`src/verilog/ohm_pkg.sv`:
```
// Package for the operating-hours and energy meter block.
// Assumes one 200 MHz clock and an APB slave with 8-bit byte addresses.
package ohm_pkg;

    // -------------------------------------------------------------
    // Timing
    // -------------------------------------------------------------
    localparam longint unsigned HOUR_NS = 64'd3600000000000;
    localparam longint unsigned CLK_NS = 64'd5;
    // One hour of clock cycles (720e9), shortened in simulation
    localparam longint unsigned HOUR_CYC = HOUR_NS / CLK_NS;
    localparam int PRE_W = 40;

    // -------------------------------------------------------------
    // Counting limits
    // -------------------------------------------------------------
    localparam logic [15:0] HOURS_MAX = 16'hea60;   // 60000 h
    localparam logic [13:0] KWH_TENTHS_MAX = 14'h270f; // 999.9 kWh
    localparam int N_METERS = 4;
    localparam int N_ENERGY = 2;

    // Meter indexes; selector code is index + 1
    localparam int M_MOTOR1 = 0;
    localparam int M_MOTOR2 = 1;
    localparam int M_POWERON = 2;
    localparam int M_FAN = 3;
    localparam int E_MOT = 0;
    localparam int E_GEN = 1;

    // interval_clear_select codes
    localparam logic [2:0] CLR_NONE = 3'h0;
    localparam logic [2:0] CLR_LAST = 3'h4;

    // -------------------------------------------------------------
    // Register map (byte offsets)
    // -------------------------------------------------------------
    localparam logic [7:0] OFS_INTERVAL_CLEAR_SELECT = 8'h00;
    localparam logic [7:0] OFS_METER_BASE = 8'h04;
    localparam logic [7:0] METER_STRIDE = 8'h0c;
    localparam logic [7:0] SUB_HOURS = 8'h00;
    localparam logic [7:0] SUB_INTERVAL = 8'h04;
    localparam logic [7:0] SUB_ELAPSED = 8'h08;
    localparam logic [7:0] OFS_MWH_BASE = 8'h34;
    localparam logic [7:0] ENERGY_STRIDE = 8'h08;
    localparam logic [7:0] SUB_KWH = 8'h04;
    localparam logic [7:0] OFS_IRQ_STATUS = 8'h44;
    localparam logic [7:0] OFS_IRQ_MASK = 8'h48;
    localparam logic [7:0] OFS_ALARMS = 8'h4c;

    // Interrupt status bits: 0..3 alarm raised, 4..5 MWh carry
    localparam int IRQ_W = 6;
    localparam int IRQ_CARRY = 4;

    // -------------------------------------------------------------
    // Whole block state
    // -------------------------------------------------------------
    typedef struct packed {
        logic [N_METERS-1:0][PRE_W-1:0] pre;
        logic [N_METERS-1:0][15:0] hours;
        logic [N_METERS-1:0][15:0] ival;
        logic [N_METERS-1:0][15:0] elap;
        logic [N_METERS-1:0] alarm;
        logic [2:0] clr_sel;
        logic [N_ENERGY-1:0][13:0] kwh;
        logic [N_ENERGY-1:0][15:0] mwh;
        logic [IRQ_W-1:0] irq_stat;
        logic [IRQ_W-1:0] irq_mask;
        logic [31:0] prdata;
    } ohm_state_t;

endpackage
```
`src/verilog/ohm_meter.sv`:
```
// Operating-hours meters, service intervals and energy meters.
// Assumes event inputs already qualified and synchronous to mclk_i.
//
// The APB register port and the register offsets are this design's own decisions.
`timescale 1ns/1ps
module ohm_meter #(
    parameter logic [ohm_pkg::PRE_W-1:0] HOUR_CYCLES =
        ohm_pkg::PRE_W'(ohm_pkg::HOUR_CYC)
) (
    // Clock, reset, enable
    input wire logic mclk_i,
    input wire logic srst_i,
    input wire logic ce_i,
    // APB slave
    input wire logic psel_i,
    input wire logic penable_i,
    input wire logic pwrite_i,
    input wire logic [7:0] paddr_i,
    input wire logic [31:0] pwdata_i,
    output logic [31:0] prdata_o,
    output logic pready_o,
    output logic pslverr_o,
    // Qualified drive events
    input wire logic run_i,
    input wire logic motor_sel_i,
    input wire logic dc_brake_i,
    input wire logic heating_i,
    input wire logic standby_i,
    input wire logic supply_on_i,
    input wire logic fan_on_i,
    input wire logic mot_energy_i,
    input wire logic gen_energy_i,
    // Alarms and interrupt
    output logic motor1_service_alarm_o,
    output logic motor2_service_alarm_o,
    output logic poweron_service_alarm_o,
    output logic fan_service_alarm_o,
    output logic irq_o
);
    import ohm_pkg::*;

    ohm_state_t st_r;
    ohm_state_t st_nxt;
    logic [N_METERS-1:0] count_en;
    logic [N_METERS-1:0] tick;
    logic [N_ENERGY-1:0] e_inc;
    logic setup_ph;
    logic access;
    logic wr_acc;
    logic rd_acc;
    logic hit;
    logic [31:0] rd_val;
    logic [IRQ_W-1:0] irq_set;
    logic [15:0] elap_inc;
    logic [15:0] wval;

    // -------------------------------------------------------------
    // Meter qualification
    // -------------------------------------------------------------
    logic motor_runs;
    // Braking, heating and standby are not operating time
    assign motor_runs = run_i & ~dc_brake_i & ~heating_i & ~standby_i;
    assign count_en[M_MOTOR1] = motor_runs & ~motor_sel_i;
    assign count_en[M_MOTOR2] = motor_runs & motor_sel_i;
    assign count_en[M_POWERON] = supply_on_i;
    assign count_en[M_FAN] = fan_on_i;
    assign e_inc[E_MOT] = mot_energy_i;
    assign e_inc[E_GEN] = gen_energy_i;

    // -------------------------------------------------------------
    // APB decode
    // -------------------------------------------------------------
    // Zero-wait access phase; read data captured in the setup phase
    assign setup_ph = psel_i & ~penable_i;
    assign access = psel_i & penable_i & ce_i;
    assign wr_acc = access & pwrite_i;
    assign rd_acc = access & ~pwrite_i;
    assign pready_o = access;
    assign prdata_o = st_r.prdata;
    assign pslverr_o = access & ~hit;

    always_comb begin
        hit = 1'b0;
        rd_val = 32'h0000_0000;
        if (paddr_i == OFS_INTERVAL_CLEAR_SELECT) begin
            hit = 1'b1;
            rd_val = {29'h0000_0000, st_r.clr_sel};
        end
        for (int i = 0; i < N_METERS; i++) begin
            if (paddr_i == 8'(OFS_METER_BASE + METER_STRIDE * i +
                              SUB_HOURS)) begin
                hit = 1'b1;
                rd_val = {16'h0000, st_r.hours[i]};
            end
            if (paddr_i == 8'(OFS_METER_BASE + METER_STRIDE * i +
                              SUB_INTERVAL)) begin
                hit = 1'b1;
                rd_val = {16'h0000, st_r.ival[i]};
            end
            if (paddr_i == 8'(OFS_METER_BASE + METER_STRIDE * i +
                              SUB_ELAPSED)) begin
                hit = 1'b1;
                rd_val = {16'h0000, st_r.elap[i]};
            end
        end
        for (int e = 0; e < N_ENERGY; e++) begin
            if (paddr_i == 8'(OFS_MWH_BASE + ENERGY_STRIDE * e)) begin
                hit = 1'b1;
                rd_val = {16'h0000, st_r.mwh[e]};
            end
            if (paddr_i == 8'(OFS_MWH_BASE + ENERGY_STRIDE * e +
                              SUB_KWH)) begin
                hit = 1'b1;
                rd_val = {18'h00000, st_r.kwh[e]};
            end
        end
        if (paddr_i == OFS_IRQ_STATUS) begin
            hit = 1'b1;
            rd_val = {26'h0000000, st_r.irq_stat};
        end
        if (paddr_i == OFS_IRQ_MASK) begin
            hit = 1'b1;
            rd_val = {26'h0000000, st_r.irq_mask};
        end
        if (paddr_i == OFS_ALARMS) begin
            hit = 1'b1;
            rd_val = {28'h0000000, st_r.alarm};
        end
    end

    // -------------------------------------------------------------
    // Next state
    // -------------------------------------------------------------
    always_comb begin
        st_nxt = st_r;
        irq_set = '0;
        tick = '0;
        elap_inc = 16'h0000;
        // Oversized writes saturate rather than wrap
        wval = (pwdata_i[31:16] != 16'h0000 || pwdata_i[15:0] > HOURS_MAX)
            ? HOURS_MAX : pwdata_i[15:0];

        // Selector acts one cycle, then falls back to no action
        st_nxt.clr_sel = CLR_NONE;

        for (int i = 0; i < N_METERS; i++) begin
            // Prescaler only moves while the meter counts
            if (count_en[i]) begin
                if (st_r.pre[i] == HOUR_CYCLES - 1'b1) begin
                    st_nxt.pre[i] = '0;
                    tick[i] = 1'b1;
                end else begin
                    st_nxt.pre[i] = st_r.pre[i] + 1'b1;
                end
            end
            if (tick[i]) begin
                st_nxt.hours[i] = (st_r.hours[i] >= HOURS_MAX)
                    ? 16'h0000 : st_r.hours[i] + 1'b1;
                // Elapsed hours stop at the limit instead of wrapping
                elap_inc = (st_r.elap[i] >= HOURS_MAX)
                    ? HOURS_MAX : st_r.elap[i] + 1'b1;
                st_nxt.elap[i] = elap_inc;
                if (st_r.ival[i] != 16'h0000 &&
                    elap_inc >= st_r.ival[i]) begin
                    if (!st_r.alarm[i]) begin
                        irq_set[i] = 1'b1;
                    end
                end
            end
            // Clear restarts the interval; a same-cycle raise still wins
            if (st_r.clr_sel == 3'(i + 1)) begin
                st_nxt.alarm[i] = 1'b0;
                st_nxt.elap[i] = 16'h0000;
            end
            if (irq_set[i]) begin
                st_nxt.alarm[i] = 1'b1;
            end
        end

        for (int e = 0; e < N_ENERGY; e++) begin
            if (e_inc[e]) begin
                if (st_r.kwh[e] >= KWH_TENTHS_MAX) begin
                    st_nxt.kwh[e] = 14'h0000;
                    st_nxt.mwh[e] = st_r.mwh[e] + 1'b1;
                    irq_set[IRQ_CARRY + e] = 1'b1;
                end else begin
                    st_nxt.kwh[e] = st_r.kwh[e] + 1'b1;
                end
            end
        end

        if (setup_ph) begin
            st_nxt.prdata = rd_val;
        end
        if (wr_acc) begin
            if (paddr_i == OFS_INTERVAL_CLEAR_SELECT &&
                pwdata_i[31:3] == 29'h0000_0000 &&
                pwdata_i[2:0] <= CLR_LAST) begin
                st_nxt.clr_sel = pwdata_i[2:0];
            end
            for (int i = 0; i < N_METERS; i++) begin
                if (paddr_i == 8'(OFS_METER_BASE + METER_STRIDE * i +
                                  SUB_INTERVAL)) begin
                    st_nxt.ival[i] = wval;
                end
            end
            if (paddr_i == OFS_IRQ_MASK) begin
                st_nxt.irq_mask = pwdata_i[IRQ_W-1:0];
            end
        end
        // Read clears only what was reported, so no event is lost
        if (rd_acc && paddr_i == OFS_IRQ_STATUS) begin
            st_nxt.irq_stat = st_r.irq_stat & ~st_r.prdata[IRQ_W-1:0];
        end
        st_nxt.irq_stat = st_nxt.irq_stat | irq_set;
    end

    // -------------------------------------------------------------
    // State register
    // -------------------------------------------------------------
    always_ff @(posedge mclk_i) begin
        if (srst_i) begin
            st_r <= '0;
        end else if (ce_i) begin
            st_r <= st_nxt;
        end
    end

    assign motor1_service_alarm_o = st_r.alarm[M_MOTOR1];
    assign motor2_service_alarm_o = st_r.alarm[M_MOTOR2];
    assign poweron_service_alarm_o = st_r.alarm[M_POWERON];
    assign fan_service_alarm_o = st_r.alarm[M_FAN];
    assign irq_o = |(st_r.irq_stat & st_r.irq_mask);
endmodule // ohm_meter

```
`config.mk`:
```
export PLATFORM = sky130hd
export DESIGN_NAME = ohm_meter
export DESIGN_NICKNAME = d
export VERILOG_FILES = /design/src/verilog/ohm_pkg.sv /design/src/verilog/ohm_meter.sv
export SDC_FILE = /design/constraint.sdc
export NUM_CORES = 1
export LEC_CHECK = 0
export BUFFER_PORTS_ARGS = -buffer_cell sky130_fd_sc_hd__buf_2
export CELL_PAD_IN_SITES_DETAIL_PLACEMENT = 2
export CELL_PAD_IN_SITES_GLOBAL_PLACEMENT = 2
export CORE_MARGIN = 2
export CORE_UTILIZATION = 38
export CTS_CLUSTER_DIAMETER = 120
export DETAILED_ROUTE_END_ITERATION = 8
export GPL_TIMING_DRIVEN = 0
export HOLD_SLACK_MARGIN = 0.15
export PLACE_DENSITY = 0.88
export REMOVE_ABC_BUFFERS = 1
export SYNTH_ARGS = -nofsm -noshare
export SYNTH_HDL_FRONTEND = slang
export SYNTH_SLANG_ARGS = --single-unit
export TNS_END_PERCENT = 30
```
`constraint.sdc`:
```
create_clock -name mclk_i -period 3.25 [get_ports mclk_i]
set_clock_uncertainty 0.2 [all_clocks]
set_input_delay 0.1625 -clock mclk_i [delete_from_list [all_inputs] [get_ports mclk_i]]
set_output_delay 0.1625 -clock mclk_i [all_outputs]
set_load 0.01 [all_outputs]
```
* After elaboration in Yosys (flattened, before gate mapping)
Cells that the tools add are included.
** Word-level totals
- Register bits after elaboration :: 463
- Bits of input ports :: 55
- Output and inout bits :: 39
** Cells by class
- Add/sub/neg operators :: 16
- Order comparisons :: 16
- Equal/unequal tests :: 27
- Muxes and demuxes :: 98
- Bitwise logic cells :: 22
- Reductions and logical operators :: 50
** Operator list (number)
- 32-bit two-way mux :: 19
- 16-bit two-way mux :: 17
- 16-bit by 1-bit adder with 16-bit output, second input constant :: 10
- 40-bit by 1-bit adder with 40-bit output, second input constant :: 4
- 40-bit == test, second input constant :: 4
- 40-bit two-way mux :: 4
- 16-bit greater-or-equal comparator, second input constant :: 8
- 16-bit nonzero test :: 5
- 8-bit by 6-bit == test with 1-bit output, second input constant :: 8
- 16-bit greater-or-equal comparator :: 4
- 1-bit two-way mux :: 52
- 2-bit AND reduction :: 19
- 8-bit by 5-bit == test with 1-bit output, second input constant :: 4
- 8-bit by 7-bit == test with 1-bit output, second input constant :: 4
- 29-bit zero test :: 1
- 14-bit by 1-bit adder with 14-bit output, second input constant :: 2
- 14-bit greater-or-equal comparator, second input constant :: 2
- 14-bit two-way mux :: 2
- 3-bit AND reduction :: 7
- 8-bit by 4-bit == test with 1-bit output, second input constant :: 2
- 16-bit greater-than comparator, second input constant :: 1
- 2-bit nonzero test :: 8
- 6-bit bitwise AND :: 2
- 1-bit bitwise AND :: 11
- other kinds (14) :: 29

* Logic depth before layout (Yosys ltp)
- Word-level depth :: 23
- Mapped depth :: 13
- Depth with buffers taken out :: 13

* Worst setup path before layout
No wires, ideal clock.
- Path kind :: register -> register
- Start point :: register st_r[149] (netlist name)
- End point :: register st_r (netlist bit poweron_service_alarm_o)
- Setup time :: 127 ps
- Arrival :: 2607 ps
- Path slack :: 316 ps
- Stages on the path, launching flop included :: 13
- Path buffers :: 1
- Clock period less this slack :: 2934 ps
- Cell sequence :: dfxtp_1 > a211o_1 > a21oi_1 > nor2b_1 > o2111a_1 > clkbuf_1 > nor2_1 > ha_1 > a21o_1 > a2111oi_0 > o21ai_0 > a221oi_1 > o21ai_0
** Between the ends
- Cells in the longest elaborated chain, start to end :: 8
- Elaborated cells on any way between the ends :: 10
** RTL lines
- from (decl) :: line ohm_meter.sv:42 : ohm_state_t st_r;
- from (signal assigned) :: line ohm_meter.sv:225 : st_r <= st_nxt;
- 16-bit by 1-bit adder with 16-bit output or 16-bit greater-or-equal comparator (tied branches) :: line ohm_meter.sv:161, ohm_meter.sv:160
- 16-bit two-way mux * :: line ohm_meter.sv:161 : ? HOURS_MAX : st_r.elap[i] + 1'b1;
- 16-bit greater-or-equal comparator * :: line ohm_meter.sv:164 : elap_inc >= st_r.ival[i]) begin
- 1-bit logical AND * :: line ohm_meter.sv:163 : if (st_r.ival[i] != 16'h0000 &&
- 1-bit two-way mux * :: line ohm_meter.sv:163
- 1-bit two-way mux * :: line ohm_meter.sv:156 : if (tick[i]) begin
- 2-bit nonzero test (no source line)
- 2-bit AND reduction (no source line)
Mark *: on every way between the ends. The rest lies on a longest branch, timed or not.
A chain may end at the register's enable or synchronous reset.

* Worst setup path in the final report
- Start point :: input port paddr_i[5]
- End point :: register st_r (netlist bit prdata_o[11])
** Between the ends
- Cells in the longest elaborated chain, start to end :: 20
- Elaborated cells on any way between the ends :: 38
** RTL lines
- from (decl) :: line ohm_meter.sv:18 : input wire logic [7:0] paddr_i,
- 8-bit by 3-bit == test with 1-bit output :: line ohm_meter.sv:90 : if (paddr_i == 8'(OFS_METER_BASE + METER_STRIDE * i +
- 32-bit two-way mux :: line ohm_meter.sv:90
- 32-bit two-way mux :: line ohm_meter.sv:95 : if (paddr_i == 8'(OFS_METER_BASE + METER_STRIDE * i +
- 32-bit two-way mux :: line ohm_meter.sv:100 : if (paddr_i == 8'(OFS_METER_BASE + METER_STRIDE * i +
- 32-bit two-way mux :: line ohm_meter.sv:90
- 32-bit two-way mux :: line ohm_meter.sv:95
- 32-bit two-way mux :: line ohm_meter.sv:100
- 32-bit two-way mux :: line ohm_meter.sv:90
- [... 4 more ...]
- 32-bit two-way mux :: line ohm_meter.sv:100
- 32-bit two-way mux :: line ohm_meter.sv:107 : if (paddr_i == 8'(OFS_MWH_BASE + ENERGY_STRIDE * e)) begin
- 32-bit two-way mux :: line ohm_meter.sv:111 : if (paddr_i == 8'(OFS_MWH_BASE + ENERGY_STRIDE * e +
- 32-bit two-way mux :: line ohm_meter.sv:107
- 32-bit two-way mux :: line ohm_meter.sv:111
- 32-bit two-way mux :: line ohm_meter.sv:117 : if (paddr_i == OFS_IRQ_STATUS) begin
- 32-bit two-way mux :: line ohm_meter.sv:121 : if (paddr_i == OFS_IRQ_MASK) begin
- 32-bit two-way mux * :: line ohm_meter.sv:125 : if (paddr_i == OFS_ALARMS) begin
Marks and branches as above.

==> results.sh <==
export IMPL_ir_worst_vdd_v=0.000410
export IMPL_drt_initial_drc_count=2247
export IMPL_vias=26454
export IMPL_rsz0062_at_grt="true"
export IMPL_globalplace_congestion=1.03
export IMPL_syn_avg_cell_area_um2=7.94
export IMPL_fin_setup_tns_ns=-0.544
export IMPL_reg2reg_slack_ns=-0.07
export IMPL_crit_path_max_fanout=13
export IMPL_power_share_sequential=0.434
export IMPL_ys_types=84
export IMPL_clkPwrFrac=0.518
export IMPL_yosys_area_top_type="dfxtp_1"
export IMPL_pre_cts_ws_ns=-0.966
export IMPL_fin_area_mm2=0.0297
export IMPL_power_internal_mw=9.46
export IMPL_crit_end="prdata_o[11]"
export IMPL_r2r_end="st_r[40]"
export IMPL_swShare=0.253
export IMPL_antenna_found_initial=12
export IMPL_crit_required_ns=3.49
export IMPL_dpl_cell_area_mm2=0.0264
export IMPL_crit_path_start_kind="input port"
export IMPL_p_sw_mw=3.20
export IMPL_via_per_inst=6.35
export IMPL_io_pins=94
export IMPL_core_area_mm2=0.0661
export IMPL_netlist_area_mm2=0.0255
export IMPL_violations="max-capacitance violations, max-slew violations, negative setup slack"
export IMPL_period_share=1.06
export IMPL_hold_viol_final=0
export IMPL_fin_nets=3398
export IMPL_cts_tree="yes"
export IMPL_r2r_cells=10
export IMPL_hpwl_mm=78.3
export IMPL_die_x_um=263
export IMPL_grt_max_degree=119
export IMPL_finalSetupViolations=7
export IMPL_netlist_area_leader_share=0.351
export IMPL_drt_total_wl_mm=120
export IMPL_leakage_nw=10.6
export IMPL_hp_class="in2reg"
export IMPL_dp_cells=3977
export IMPL_drc=0
export IMPL_fin_ws_ns=-0.206
export IMPL_grt_pass1_vias=28590
export IMPL_synth_edf_count=0
export IMPL_numCtsBuffers=53
export IMPL_syn_inst=3209
export IMPL_relSlewSlack=-0.0534
export IMPL_die_area_mm2=0.0692
export IMPL_maxCapViolCount=1
export IMPL_worstSetupEndpointType="flop"
export IMPL_drt_first_pass_iters=6
export IMPL_track_usage=0.330
export IMPL_yosys_warnings=0
export IMPL_final_layout_size_suffix_gt1_frac=0.117
export IMPL_ctsRootBufferMaster="clkbuf_16"
export IMPL_clk_pin_slew_ns=0.07
export IMPL_total_power_mw=12.7
export IMPL_routedWlPerCell_um=28.7
export IMPL_h_tree_depth=2
export IMPL_max_freq_ghz=0.289
export IMPL_drv_slew=10
export IMPL_yosys_top_cells_area="dfxtp_1 (35%), nor2_1 (6.7%), xor2_1 (6.6%)"
export IMPL_grt_ovfl_total=0
export IMPL_final_antenna_net_count=0
export IMPL_tightest_slew_ns=1.58
export IMPL_crit_start="paddr_i[5]"
export IMPL_grt_pass1_wl_mm=179
export IMPL_yosysSeqAreaShare=0.351
export IMPL_num_rows=94
export IMPL_die_y_um=263
export IMPL_p_per_area_mw_per_mm2=427
export IMPL_critical_path_class="in2reg"
export IMPL_worstPathArrival_ns=3.70
export IMPL_io_buffers=77
export IMPL_cts_sinks=447
export IMPL_clockBufferDepth=3
export IMPL_area_growth_pct=16.4
export IMPL_fin_cells=4167
export IMPL_async_flop_share=0
export IMPL_clock_latency_ns=0.66
export IMPL_reg2reg_from="st_r[145]"
export IMPL_ys_ff_latch=447
export IMPL_combPwrFrac=0.048
export IMPL_initial_core_util=0.386
export IMPL_whs_ns=0.163
export IMPL_synthFlopType="dfxtp_1"
export IMPL_final_core_util=0.449
export IMPL_fin_crit_ns=3.46
export IMPL_status="finished with violations"
-- registers in the layout, summed over array words and instances (netlist names) --
signal and cells:
fan_service_alarm_o 1, st_r 427, prdata_o 16, motor1_service_alarm_o 1, motor2_service_alarm_o 1, poweron_service_alarm_o 1
-- worst min path at each step --
stage                from  cells after the start  slack [ns]     endpoint
6_report       paddr_i[4]                      4        0.16  prdata_o[0]
5_1_grt              ce_i                      4        0.21    st_r[126]
4_1_cts              ce_i                      4        0.16     st_r[78]
3_5_place_dp    st_r[344]                      2        0.29    st_r[344]
3_3_place_gp    st_r[344]                      2        0.25    st_r[344]
2_1_floorplan      srst_i                      1        0.03    st_r[111]
-- per-layer routing --
layer / wire length, µm / vias up / track usage
met5: 84 / - / 0
met4: 7230 / 12 / 0.169
met3: 8420 / 384 / 0.0687
met2: 57600 / 1102 / 0.569
met1: 46300 / 13419 / 0.387
li1: - / 11537 / -
-- synthesized netlist by cell type (all sizes together) (35+ instances only) --
cell type / number
o21ai: 121
nand3: 138
xor2: 191
nor4: 57
ha: 88
nand2: 288
inv: 115
xnor2: 85
nand4: 117
clkbuf: 150
buf: 54
dfxtp: 447
a21oi: 167
o32ai: 35
a22oi: 45
and3: 63
a211oi: 35
or3: 40
nor3: 57
nor2: 456
and4: 43
-- cell families (layout without fill, tap and decap cells) --
group / Yosys count / in the layout / share of synthesized area
AND/OR/NAND/NOR: 1410 / 1410 / 0.276
AO/OA/AOI/OAI: 620 / 620 / 0.163
flip-flops: 447 / 447 / 0.351
buffers and inverters: 320 / 396 / 0.0524
XOR/XNOR: 276 / 276 / 0.0948
adder cells (fa/ha/maj): 88 / 88 / 0.0432
multiplexers: 47 / 47 / 0.0196
other: 1 / 19 / 0.000147
-- power by group through the flow --
stage	logic (mW)	clock network (mW)	registers, mW
floorplan	0.191	0	5.62
global placement	0.467	0	5.62
detailed placement	0.503	0	5.62
CTS	0.562	6.59	5.50
global route	0.624	6.85	5.49
finish	0.607	6.55	5.50
-- placed cells by master (no fill, tap or decap), types with 45 or more instances in the layout --
master,n
a21oi_1,157
a22oi_1,45
and3_1,63
buf_2,74
clkbuf_16,53
dfxtp_1,414
dlygate4sd3_1,63
ha_1,84
inv_1,115
nand2_1,283
nand3_1,135
nand4_1,117
nor2_1,439
nor3_1,51
o21ai_0,113
xnor2_1,85
xor2_1,191
-- worst max-delay path, cell delays in order --
cell and delay, ns:
dlygate4sd3_1 0.60, buf_2 0.25, nor4b_2 0.71, nand2_1 0.49
o21ai_0 0.31, a21oi_1 0.13, nor3_1 0.70, o21ai_0 0.34
-- repair_timing --
item | 4_1_cts | 5_1_grt
endpoints found under the hold margin | 200 | 2
gates resized for setup | 62 | 88
endpoints found under the setup margin | 188 | 145
pin swaps | 5 | 16
hold buffers | 62 | 1
buffers inserted | 7 | 17
-- layout make-up --
type                    instances  area (µm²)
repair buffers                180        1430
well taps                     864        1080
clock inverters                27         300
fillers                      7248       36400
diodes                          3        7.51
flip-flops and latches        447        9000
clock buffers                  73        1580
inverters                     116         437
multi-input cells            2457       15800
No activity file was read; power rests on OpenSTA's default activity.
